**config.mk**
```make
export PLATFORM = sky130hd
export DESIGN_NAME = mgbd_decoder
export DESIGN_NICKNAME = d
export VERILOG_FILES = /design/src/common/mgbd_pkg.sv /design/src/hdl/mgbd_col_nib.sv /design/src/hdl/mgbd_nib_time.sv /design/src/hdl/mgbd_decoder.sv
export SDC_FILE = /design/constraint.sdc
export NUM_CORES = 1
export LEC_CHECK = 0
export ABC_AREA = 1
export BUFFER_PORTS_ARGS = -buffer_cell sky130_fd_sc_hd__buf_2
export CAP_MARGIN = 20
export CORE_MARGIN = 1.5
export CORE_UTILIZATION = 45
export CTS_BUF_LIST = sky130_fd_sc_hd__clkbuf_8
export DETAILED_ROUTE_END_ITERATION = 12
export PLACE_DENSITY = 0.66
export SLEW_MARGIN = 20
export SYNTH_ARGS = -nofsm -noshare
export SYNTH_HDL_FRONTEND = slang
export SYNTH_SLANG_ARGS = --single-unit
```
**constraint.sdc**
```tcl
create_clock -name CLOCK -period 3.5 [get_ports CLOCK]
set_input_delay 0.175 -clock CLOCK [delete_from_list [all_inputs] [get_ports CLOCK]]
set_output_delay 0.175 -clock CLOCK [all_outputs]
set_load 0.01 [all_outputs]
```
**src/common/mgbd_pkg.sv**
```systemverilog
package mgbd_pkg;
	// Description byte offsets handled by this block
	localparam logic [7:0] MGBD_OFS_COL = 8'h04;
	localparam logic [7:0] MGBD_OFS_ROWS = 8'h05;
	localparam logic [7:0] MGBD_OFS_WLO = 8'h06;
	localparam logic [7:0] MGBD_OFS_WHI = 8'h07;
	localparam logic [7:0] MGBD_OFS_LVL = 8'h08;
	localparam logic [7:0] MGBD_OFS_TCK = 8'h09;
	localparam logic [7:0] MGBD_OFS_TAC = 8'h0A;
	localparam logic [7:0] MGBD_OFS_ERR = 8'h0B;
	localparam logic [7:0] MGBD_OFS_REF = 8'h0C;
	localparam logic [7:0] MGBD_OFS_PWID = 8'h0D;
	localparam logic [7:0] MGBD_OFS_CAS = 8'h12;
	// Common values
	localparam logic [7:0] MGBD_BYTE_ZERO = 8'h00;
	localparam logic [3:0] MGBD_NIB_ZERO = 4'h0;
	localparam logic [4:0] MGBD_COLS_ZERO = 5'h00;
	// Column nibble roll-up codes and their bit counts
	localparam logic [3:0] MGBD_COL_RU1 = 4'h1;
	localparam logic [3:0] MGBD_COL_RU2 = 4'h2;
	localparam logic [3:0] MGBD_COL_MIN = 4'h7;
	localparam logic [4:0] MGBD_COLS_RU1 = 5'h10;
	localparam logic [4:0] MGBD_COLS_RU2 = 5'h11;
	// Interface levels
	typedef enum logic [2:0] {
		MGBD_LVL_TTL5 = 3'h0,
		MGBD_LVL_LVTTL = 3'h1,
		MGBD_LVL_HSTL15 = 3'h2,
		MGBD_LVL_SSTL33 = 3'h3,
		MGBD_LVL_SSTL25 = 3'h4,
		MGBD_LVL_NEWTAB = 3'h5,
		MGBD_LVL_UNDEF = 3'h7
	} mgbd_lvl_t;
	localparam logic [7:0] MGBD_LVL_MAXCODE = 8'h04;
	localparam logic [7:0] MGBD_LVL_NEWCODE = 8'hFF;
	// Error schemes
	typedef enum logic [1:0] {
		MGBD_ERR_NONE = 2'h0,
		MGBD_ERR_PARITY = 2'h1,
		MGBD_ERR_ECC = 2'h2,
		MGBD_ERR_UNDEF = 2'h3
	} mgbd_err_t;
	localparam logic [7:0] MGBD_ERR_MAXCODE = 8'h02;
	// Refresh byte fields
	localparam int MGBD_SELF_BIT = 7;
	localparam logic [6:0] MGBD_REF_MAXCODE = 7'h05;
	localparam logic [6:0] MGBD_REF_ZERO = 7'h00;
	// Width byte fields
	localparam int MGBD_DBL_BIT = 7;
	localparam logic [6:0] MGBD_PWID_ZERO = 7'h00;
	// Nibble time: whole ns in high nibble, tenths in low nibble
	localparam logic [7:0] MGBD_TENTHS_PER_NS = 8'h0A;
	localparam logic [2:0] MGBD_CAS_NONE = 3'h0;
endpackage

```
**src/hdl/mgbd_col_nib.sv**
```systemverilog
`timescale 1ns/10ps
`default_nettype none
// Turns one column-count nibble into a bit count and a validity flag
module mgbd_col_nib
	import mgbd_pkg::*;
(
	// Code in
	input wire logic [3:0] nib,
	// Decoded out
	output logic [4:0] bits,
	output logic bad
);
	// Codes 3 to 6 carry no defined count
	wire is_direct = (nib >= MGBD_COL_MIN);
	wire is_ru1 = (nib == MGBD_COL_RU1);
	wire is_ru2 = (nib == MGBD_COL_RU2);
	// Roll-up codes report the large reading; 1-3 bits never occur
	assign bits = is_direct ? {1'b0, nib} :
		is_ru1 ? MGBD_COLS_RU1 :
		is_ru2 ? MGBD_COLS_RU2 : MGBD_COLS_ZERO;
	assign bad = !(is_direct || is_ru1 || is_ru2);
endmodule
`default_nettype wire

```
**src/hdl/mgbd_nib_time.sv**
```systemverilog
`timescale 1ns/10ps
`default_nettype none
// Nibble-coded time to tenths of a nanosecond
module mgbd_nib_time
	import mgbd_pkg::*;
(
	// Coded byte in
	input wire logic [7:0] code,
	// Time in units of 0.1 ns
	output logic [7:0] tenths,
	output logic bad
);
	// Product of nibble by ten fits in 8 bits (max 150 + 15)
	wire [11:0] whole_x10 = 12'(code[7:4]) * 12'(MGBD_TENTHS_PER_NS);
	wire [11:0] sum = whole_x10 + {8'h00, code[3:0]};
	assign tenths = sum[7:0];
	// A zero period tells nothing usable
	assign bad = (code == MGBD_BYTE_ZERO);
endmodule
`default_nettype wire

```
**src/hdl/mgbd_decoder.sv**
```systemverilog
`timescale 1ns/10ps
`default_nettype none
//Behaviour
//- Equal banks: low nibble columns, high zero
//- Unequal banks: low nibble bank1, high bank2
//- Column count excludes bank selects, auto-precharge
//- Nibble 0 undefined; 1,2 roll-up; 7-F direct
//- Row byte binary count; zero undefined
//- Width sixteen bits, byte 6 low; zero undefined
//- Level codes 00-04 decoded; FF new table
//- Cycle time: high ns plus low tenths
//- Access time uses same nibble encoding
//- Error scheme none, parity, ECC; rest invalid
//- Refresh code bits 6-0, bit 7 self refresh
//- Refresh codes 00-05 mapped; higher undefined
//- Primary width bits 6-0; zero undefined
//- Bit 7 flags second bank double width
//- Highest set CAS bit of bits 6-0 names reference latency
module mgbd_decoder
	import mgbd_pkg::*;
(
	// Clock and reset
	input wire logic CLOCK,
	input wire logic RST_B,
	// Incoming description byte
	input wire logic BYTE_VALID,
	input wire logic [7:0] BYTE_OFFSET,
	input wire logic [7:0] BYTE_DATA,
	// Column geometry
	output logic [4:0] COL_BITS_BANK1,
	output logic [4:0] COL_BITS_BANK2,
	output logic COL_BANKS_DIFFER,
	output logic COL_INVALID,
	// Module rows and width
	output logic [7:0] ROW_COUNT,
	output logic ROW_INVALID,
	output logic [15:0] MODULE_WIDTH,
	output logic WIDTH_INVALID,
	// Interface level
	output logic [2:0] LEVEL,
	output logic LEVEL_INVALID,
	// Timing at highest CAS latency, 0.1 ns units
	output logic [7:0] TCK_MIN_TENTHS,
	output logic TCK_INVALID,
	output logic [7:0] TAC_MAX_TENTHS,
	output logic TAC_INVALID,
	output logic [2:0] CAS_REF_LATENCY,
	output logic CAS_INVALID,
	// Error scheme
	output logic [1:0] ERR_SCHEME,
	output logic ERR_INVALID,
	// Refresh
	output logic [6:0] REFRESH_CODE,
	output logic SELF_REFRESH,
	output logic REFRESH_INVALID,
	// Primary device width
	output logic [6:0] PRIM_WIDTH,
	output logic PRIM_DOUBLE_BANK2,
	output logic PRIM_INVALID
);
	// Raw byte capture registers, cleared to zero
	logic [7:0] col_r, rows_r, wlo_r, whi_r, lvl_r;
	logic [7:0] tck_r, tac_r, err_r, ref_r, pwid_r, cas_r;
	// Level byte written flag, keeps an unwritten level apart from code 00
	logic lvl_seen_r;

	// Write strobes per offset
	wire wr_col = BYTE_VALID && (BYTE_OFFSET == MGBD_OFS_COL);
	wire wr_rows = BYTE_VALID && (BYTE_OFFSET == MGBD_OFS_ROWS);
	wire wr_wlo = BYTE_VALID && (BYTE_OFFSET == MGBD_OFS_WLO);
	wire wr_whi = BYTE_VALID && (BYTE_OFFSET == MGBD_OFS_WHI);
	wire wr_lvl = BYTE_VALID && (BYTE_OFFSET == MGBD_OFS_LVL);
	wire wr_tck = BYTE_VALID && (BYTE_OFFSET == MGBD_OFS_TCK);
	wire wr_tac = BYTE_VALID && (BYTE_OFFSET == MGBD_OFS_TAC);
	wire wr_err = BYTE_VALID && (BYTE_OFFSET == MGBD_OFS_ERR);
	wire wr_ref = BYTE_VALID && (BYTE_OFFSET == MGBD_OFS_REF);
	wire wr_pwid = BYTE_VALID && (BYTE_OFFSET == MGBD_OFS_PWID);
	wire wr_cas = BYTE_VALID && (BYTE_OFFSET == MGBD_OFS_CAS);

	// Capture of each byte; other offsets are ignored
	always_ff @(posedge CLOCK or negedge RST_B) begin
		if (!RST_B) begin
			col_r <= MGBD_BYTE_ZERO;
			rows_r <= MGBD_BYTE_ZERO;
			wlo_r <= MGBD_BYTE_ZERO;
			whi_r <= MGBD_BYTE_ZERO;
			lvl_r <= MGBD_BYTE_ZERO;
			lvl_seen_r <= 1'b0;
			tck_r <= MGBD_BYTE_ZERO;
			tac_r <= MGBD_BYTE_ZERO;
			err_r <= MGBD_BYTE_ZERO;
			ref_r <= MGBD_BYTE_ZERO;
			pwid_r <= MGBD_BYTE_ZERO;
			cas_r <= MGBD_BYTE_ZERO;
		end else begin
			if (wr_col) col_r <= BYTE_DATA;
			if (wr_rows) rows_r <= BYTE_DATA;
			if (wr_wlo) wlo_r <= BYTE_DATA;
			if (wr_whi) whi_r <= BYTE_DATA;
			if (wr_lvl) lvl_r <= BYTE_DATA;
			if (wr_lvl) lvl_seen_r <= 1'b1;
			if (wr_tck) tck_r <= BYTE_DATA;
			if (wr_tac) tac_r <= BYTE_DATA;
			if (wr_err) err_r <= BYTE_DATA;
			if (wr_ref) ref_r <= BYTE_DATA;
			if (wr_pwid) pwid_r <= BYTE_DATA;
			if (wr_cas) cas_r <= BYTE_DATA;
		end
	end

	// Column nibble decode, one instance per bank
	logic [4:0] c1_bits, c2_bits;
	logic c1_bad, c2_bad;
	mgbd_col_nib u_col1 (
		.nib(col_r[3:0]),
		.bits(c1_bits),
		.bad(c1_bad)
	);
	mgbd_col_nib u_col2 (
		.nib(col_r[7:4]),
		.bits(c2_bits),
		.bad(c2_bad)
	);
	// A zero high nibble means both banks share the low count
	wire col_same = (col_r[7:4] == MGBD_NIB_ZERO);
	// Count excludes bank_select_0/1 and auto-precharge bit
	wire [4:0] col1_nxt = c1_bits;
	wire [4:0] col2_nxt = col_same ? c1_bits : c2_bits;
	wire col_bad_nxt = c1_bad || (!col_same && c2_bad);

	// Rows and width checks
	wire rows_bad_nxt = (rows_r == MGBD_BYTE_ZERO);
	wire [15:0] width_nxt = {whi_r, wlo_r};
	// Both halves zero is the only undefined width
	wire width_bad_nxt =
		(width_nxt == {MGBD_BYTE_ZERO, MGBD_BYTE_ZERO});

	// Interface level decode
	logic [2:0] lvl_nxt;
	always_comb begin
		lvl_nxt = MGBD_LVL_UNDEF;
		if (lvl_r <= MGBD_LVL_MAXCODE) begin
			lvl_nxt = lvl_r[2:0];
		end else if (lvl_r == MGBD_LVL_NEWCODE) begin
			lvl_nxt = MGBD_LVL_NEWTAB;
		end
	end
	// Unwritten level is undefined, not 5 V TTL
	wire [2:0] lvl_eff = lvl_seen_r ? lvl_nxt : MGBD_LVL_UNDEF;
	wire lvl_bad_nxt = (lvl_eff == MGBD_LVL_UNDEF) ||
		(lvl_eff == MGBD_LVL_NEWTAB);

	// Timing nibble conversions
	logic [7:0] tck_nxt, tac_nxt;
	logic tck_bad_nxt, tac_bad_nxt;
	mgbd_nib_time u_tck (
		.code(tck_r),
		.tenths(tck_nxt),
		.bad(tck_bad_nxt)
	);
	mgbd_nib_time u_tac (
		.code(tac_r),
		.tenths(tac_nxt),
		.bad(tac_bad_nxt)
	);

	// Highest supported CAS latency; bit n means latency n+1
	logic [2:0] cas_nxt;
	always_comb begin
		cas_nxt = MGBD_CAS_NONE;
		for (int i = 0; i < 7; i++) begin
			if (cas_r[i]) cas_nxt = 3'(i + 1);
		end
	end
	wire cas_bad_nxt = (cas_nxt == MGBD_CAS_NONE);

	// Error scheme; codes above 02 never pass as valid
	wire err_ok = (err_r <= MGBD_ERR_MAXCODE);
	wire [1:0] err_nxt = err_ok ? err_r[1:0] : MGBD_ERR_UNDEF;

	// Refresh fields
	wire [6:0] ref_code = ref_r[6:0];
	wire ref_bad_nxt = (ref_code > MGBD_REF_MAXCODE);
	wire [6:0] ref_out = ref_bad_nxt ? MGBD_REF_ZERO : ref_code;

	// Primary width fields
	wire pwid_bad_nxt = (pwid_r[6:0] == MGBD_PWID_ZERO);

	// Decoded output registers; follow the raw bytes one edge later
	always_ff @(posedge CLOCK or negedge RST_B) begin
		if (!RST_B) begin
			COL_BITS_BANK1 <= MGBD_COLS_ZERO;
			COL_BITS_BANK2 <= MGBD_COLS_ZERO;
			COL_BANKS_DIFFER <= 1'b0;
			COL_INVALID <= 1'b1;
			ROW_COUNT <= MGBD_BYTE_ZERO;
			ROW_INVALID <= 1'b1;
			MODULE_WIDTH <= {MGBD_BYTE_ZERO, MGBD_BYTE_ZERO};
			WIDTH_INVALID <= 1'b1;
			LEVEL <= MGBD_LVL_UNDEF;
			LEVEL_INVALID <= 1'b1;
			TCK_MIN_TENTHS <= MGBD_BYTE_ZERO;
			TCK_INVALID <= 1'b1;
			TAC_MAX_TENTHS <= MGBD_BYTE_ZERO;
			TAC_INVALID <= 1'b1;
			CAS_REF_LATENCY <= MGBD_CAS_NONE;
			CAS_INVALID <= 1'b1;
			ERR_SCHEME <= MGBD_ERR_UNDEF;
			ERR_INVALID <= 1'b1;
			REFRESH_CODE <= MGBD_REF_ZERO;
			SELF_REFRESH <= 1'b0;
			REFRESH_INVALID <= 1'b1;
			PRIM_WIDTH <= MGBD_PWID_ZERO;
			PRIM_DOUBLE_BANK2 <= 1'b0;
			PRIM_INVALID <= 1'b1;
		end else begin
			COL_BITS_BANK1 <= col1_nxt;
			COL_BITS_BANK2 <= col2_nxt;
			COL_BANKS_DIFFER <= !col_same;
			COL_INVALID <= col_bad_nxt;
			ROW_COUNT <= rows_r;
			ROW_INVALID <= rows_bad_nxt;
			MODULE_WIDTH <= width_nxt;
			WIDTH_INVALID <= width_bad_nxt;
			LEVEL <= lvl_eff;
			LEVEL_INVALID <= lvl_bad_nxt;
			TCK_MIN_TENTHS <= tck_nxt;
			TCK_INVALID <= tck_bad_nxt;
			TAC_MAX_TENTHS <= tac_nxt;
			TAC_INVALID <= tac_bad_nxt;
			CAS_REF_LATENCY <= cas_nxt;
			CAS_INVALID <= cas_bad_nxt;
			ERR_SCHEME <= err_nxt;
			ERR_INVALID <= !err_ok;
			REFRESH_CODE <= ref_out;
			SELF_REFRESH <= ref_r[MGBD_SELF_BIT];
			REFRESH_INVALID <= ref_bad_nxt;
			PRIM_WIDTH <= pwid_r[6:0];
			PRIM_DOUBLE_BANK2 <= pwid_r[MGBD_DBL_BIT];
			PRIM_INVALID <= pwid_bad_nxt;
		end
	end
endmodule
`default_nettype wire

```
==> results.sh <==
export IMPL_dr_first_iter_drc_count=295
export IMPL_drc=0
export IMPL_synth_largest_area_cell="dfrtp_1"
export IMPL_fin_setup_tns_ps=0
export IMPL_fin_area_um2=7900
export IMPL_fin_cells=943
export IMPL_ir_drop_uv=317
export IMPL_wirelength_mm=13.7
export IMPL_postCtsSetupBuffers=0
export IMPL_io_pins=104
export IMPL_nNetsFinal=781
export IMPL_grt_usage_pct=19.1
export IMPL_design_die_area_um2=15700
export IMPL_overflow=0
export IMPL_register_area_um2=4350
export IMPL_port_buffers=103
export IMPL_crit_fanout=5
export IMPL_outcome="finished clean"
export IMPL_slowest_stage="fa_1"
export IMPL_numCtsBuffers=17
export IMPL_whs_ps=30.4
export IMPL_htree_levels=4
export IMPL_multiInputGateArea_um2=2140
export IMPL_relSlewSlack_pct=38.6
export IMPL_clock_latency_ps=450
export IMPL_synthArstFlopShare_pct=100
export IMPL_start_kind="flip-flop"
export IMPL_hold_class="in -> reg"
export IMPL_synthCells=622
export IMPL_ys_flop_type="dfrtp_1"
export IMPL_start_util_pct=46.1
export IMPL_fp_row_count=44
export IMPL_cts_resized_gates=0
export IMPL_cpPeakStageDelay_ps=530
export IMPL_place_area_um2=7430
export IMPL_grt_pass1_wl_mm=23.6
export IMPL_setup_worst_path_end_class="flip-flop"
export IMPL_yosysSeqAreaShare_pct=64.6
export IMPL_powerDensity_nw_per_um2=510
export IMPL_cp_data_required_time_ps=3840
export IMPL_synth_top_cells_by_count="nand2_1, dfrtp_1, o21ai_1, inv_1, nand3_1"
export IMPL_synth_area_leaders="dfrtp_1, nand2_1, dfstp_2, o21ai_1, nand3_1"
export IMPL_finalPower_uw=4030
export IMPL_grt_antenna_before_repair=2
export IMPL_setup_viol=0
export IMPL_clock_root_buffer="clkbuf_8"
export IMPL_worst_pin_slew_ps=922
export IMPL_synth_seq_cells=173
export IMPL_n_fill_cell=1258
export IMPL_clk_pin_slew_worst_paths_ps=80
export IMPL_cts_hold_buf=6
export IMPL_layout_drive_gt1_share_pct=24.7
export IMPL_dr_pass1_iters=5
export IMPL_synth_edff_count=0
export IMPL_drv_cap=0
export IMPL_syn_area_um2=6730
export IMPL_fp_dieH_um=125
export IMPL_grt_max_degree=103
export IMPL_arrival_ps=2380
export IMPL_clockBufferDepth=2
export IMPL_crit_chain="ha_1 -> ha_1 -> fa_1 -> nand2_1 -> inv_1 -> nand3_1 -> nand3_1 -> nand2_1"
export IMPL_avgSynthCellArea_um2=10.8
export IMPL_syn2layout_area_growth_pct=17.5
export IMPL_drv_slew=0
export IMPL_dp_cells=903
export IMPL_via_count=4621
export IMPL_fin_crit_ps=2030
export IMPL_ys_warn_count=0
export IMPL_avgViaCountPerCell=4.90
export IMPL_post_drt_wl_per_cell_um=14.5
export IMPL_fmax_mhz=492
export IMPL_core_um2=14600
export IMPL_ant_nets=0
export IMPL_path_class="reg -> reg"
export IMPL_cts_tree="built"
export IMPL_place_hpwl_mm=9.65
export IMPL_p_leak_uw=0.00438
export IMPL_hold_viol=0
export IMPL_gp_congestion=0.855
export IMPL_die_w_um=125
export IMPL_cts_sinks=173
export IMPL_grt_pass1_vias=4697
export IMPL_fin_worst_skew_ps=8.43
export IMPL_synth_top_area_share_pct=58.8
export IMPL_synth_most_common_cell="nand2_1"
export IMPL_rsz0062_at_grt="no"
export IMPL_synthDistinctLibCells=38
export IMPL_timing_final_crit_share_pct=58.0
path summary, 6_finish.rpt:
path | slack [ps] | cells after the start | end | startpoint
worst min register to register | 390 | 0 | SELF_REFRESH | ref_r[7]
worst max register to register | 1470 | 8 | TAC_MAX_TENTHS[7] | tac_r[5]
worst min-delay path | 30 | 3 | lvl_r[3] | BYTE_DATA[3]
min in group asynchronous | 370 | 2 | TAC_MAX_TENTHS[6] | RST_B
max in group asynchronous | 2230 | 3 | COL_INVALID | RST_B
worst max-delay path | 1470 | 8 | TAC_MAX_TENTHS[7] | tac_r[5]
kinds of logic (layout without fill, tap and decap cells):
logic type               after synthesis  after routing  synth area share (%)
other                                  1              6                0.0557
adder cells (fa/ha/maj)               18             18                  3.79
XOR/XNOR                              10             10                  1.30
AO/OA/AOI/OAI                         75             75                  6.21
flip-flops                           173            173                  64.6
AND/OR/NAND/NOR                      290            290                  20.2
buffers and inverters                 55            187                  3.79
routing by layer:
layer	routed length, µm	vias up	track usage (%)
met5	0	-	0
met4	286	0	7.69
met3	652	27	4.66
met2	6560	117	31.1
met1	6200	2230	24.9
li1	-	2247	-
power by group:
group | internal, µW | switching (µW) | leakage [µW]
Sequential | 2150 | 66.5 | 0.00232
Combinational | 150 | 254 | 0.00183
Clock | 739 | 666 | 0.000223
cell type report:
| type | instances | share of cell area [%] |
|---|---|---|
| Clock inverter | 9 | 1.22 |
| Multi-Input combinational cell | 397 | 27.0 |
| Tap cell | 184 | 2.91 |
| Inverter | 45 | 2.14 |
| Sequential cell | 173 | 55.0 |
| Clock buffer | 23 | 4.01 |
| Antenna cell | 2 | 0.0633 |
| Timing Repair Buffer | 110 | 7.61 |
registers in the layout, indices dropped and copies added (netlist names), 8 cells and up:
| name | count |
|---|---|
| MODULE_WIDTH | 16 |
| ROW_COUNT | 8 |
| TAC_MAX_TENTHS | 8 |
| TCK_MIN_TENTHS | 8 |
| col_r | 8 |
| err_r | 8 |
| lvl_r | 8 |
| pwid_r | 8 |
| ref_r | 8 |
| rows_r | 8 |
| tac_r | 8 |
| tck_r | 8 |
| whi_r | 8 |
| wlo_r | 8 |
per-stage QoR:
step / setup WS (ps) / utilization (%)
after floorplan: 1630 / -
after global placement: 1570 / 50.9
after detailed placement: 1510 / 50.9
after CTS: 1490 / 54.1
after global routing: 1320 / 54.2
final: 1470 / 54.2
cell usage in the layout (no fill, tap or decap), types with 10 or more instances in the layout:
master,n
ha_1,14
dfrtp_1,158
nand2_2,10
buf_2,102
dfstp_2,15
nand2_1,170
nor2_1,32
clkbuf_8,23
inv_1,47
o21ai_1,48
nand3_1,39
worst max-delay path: cells and delay by family (launching register included):
| kind | cells | cell delay, ps |
|---|---|---|
| adder cells (fa/ha/maj) | 3 | 1090 |
| flip-flops | 1 | 450 |
| buffers and inverters | 1 | 80 |
| AND/OR/NAND/NOR | 4 | 310 |
(Power assumes the default switching activity.)
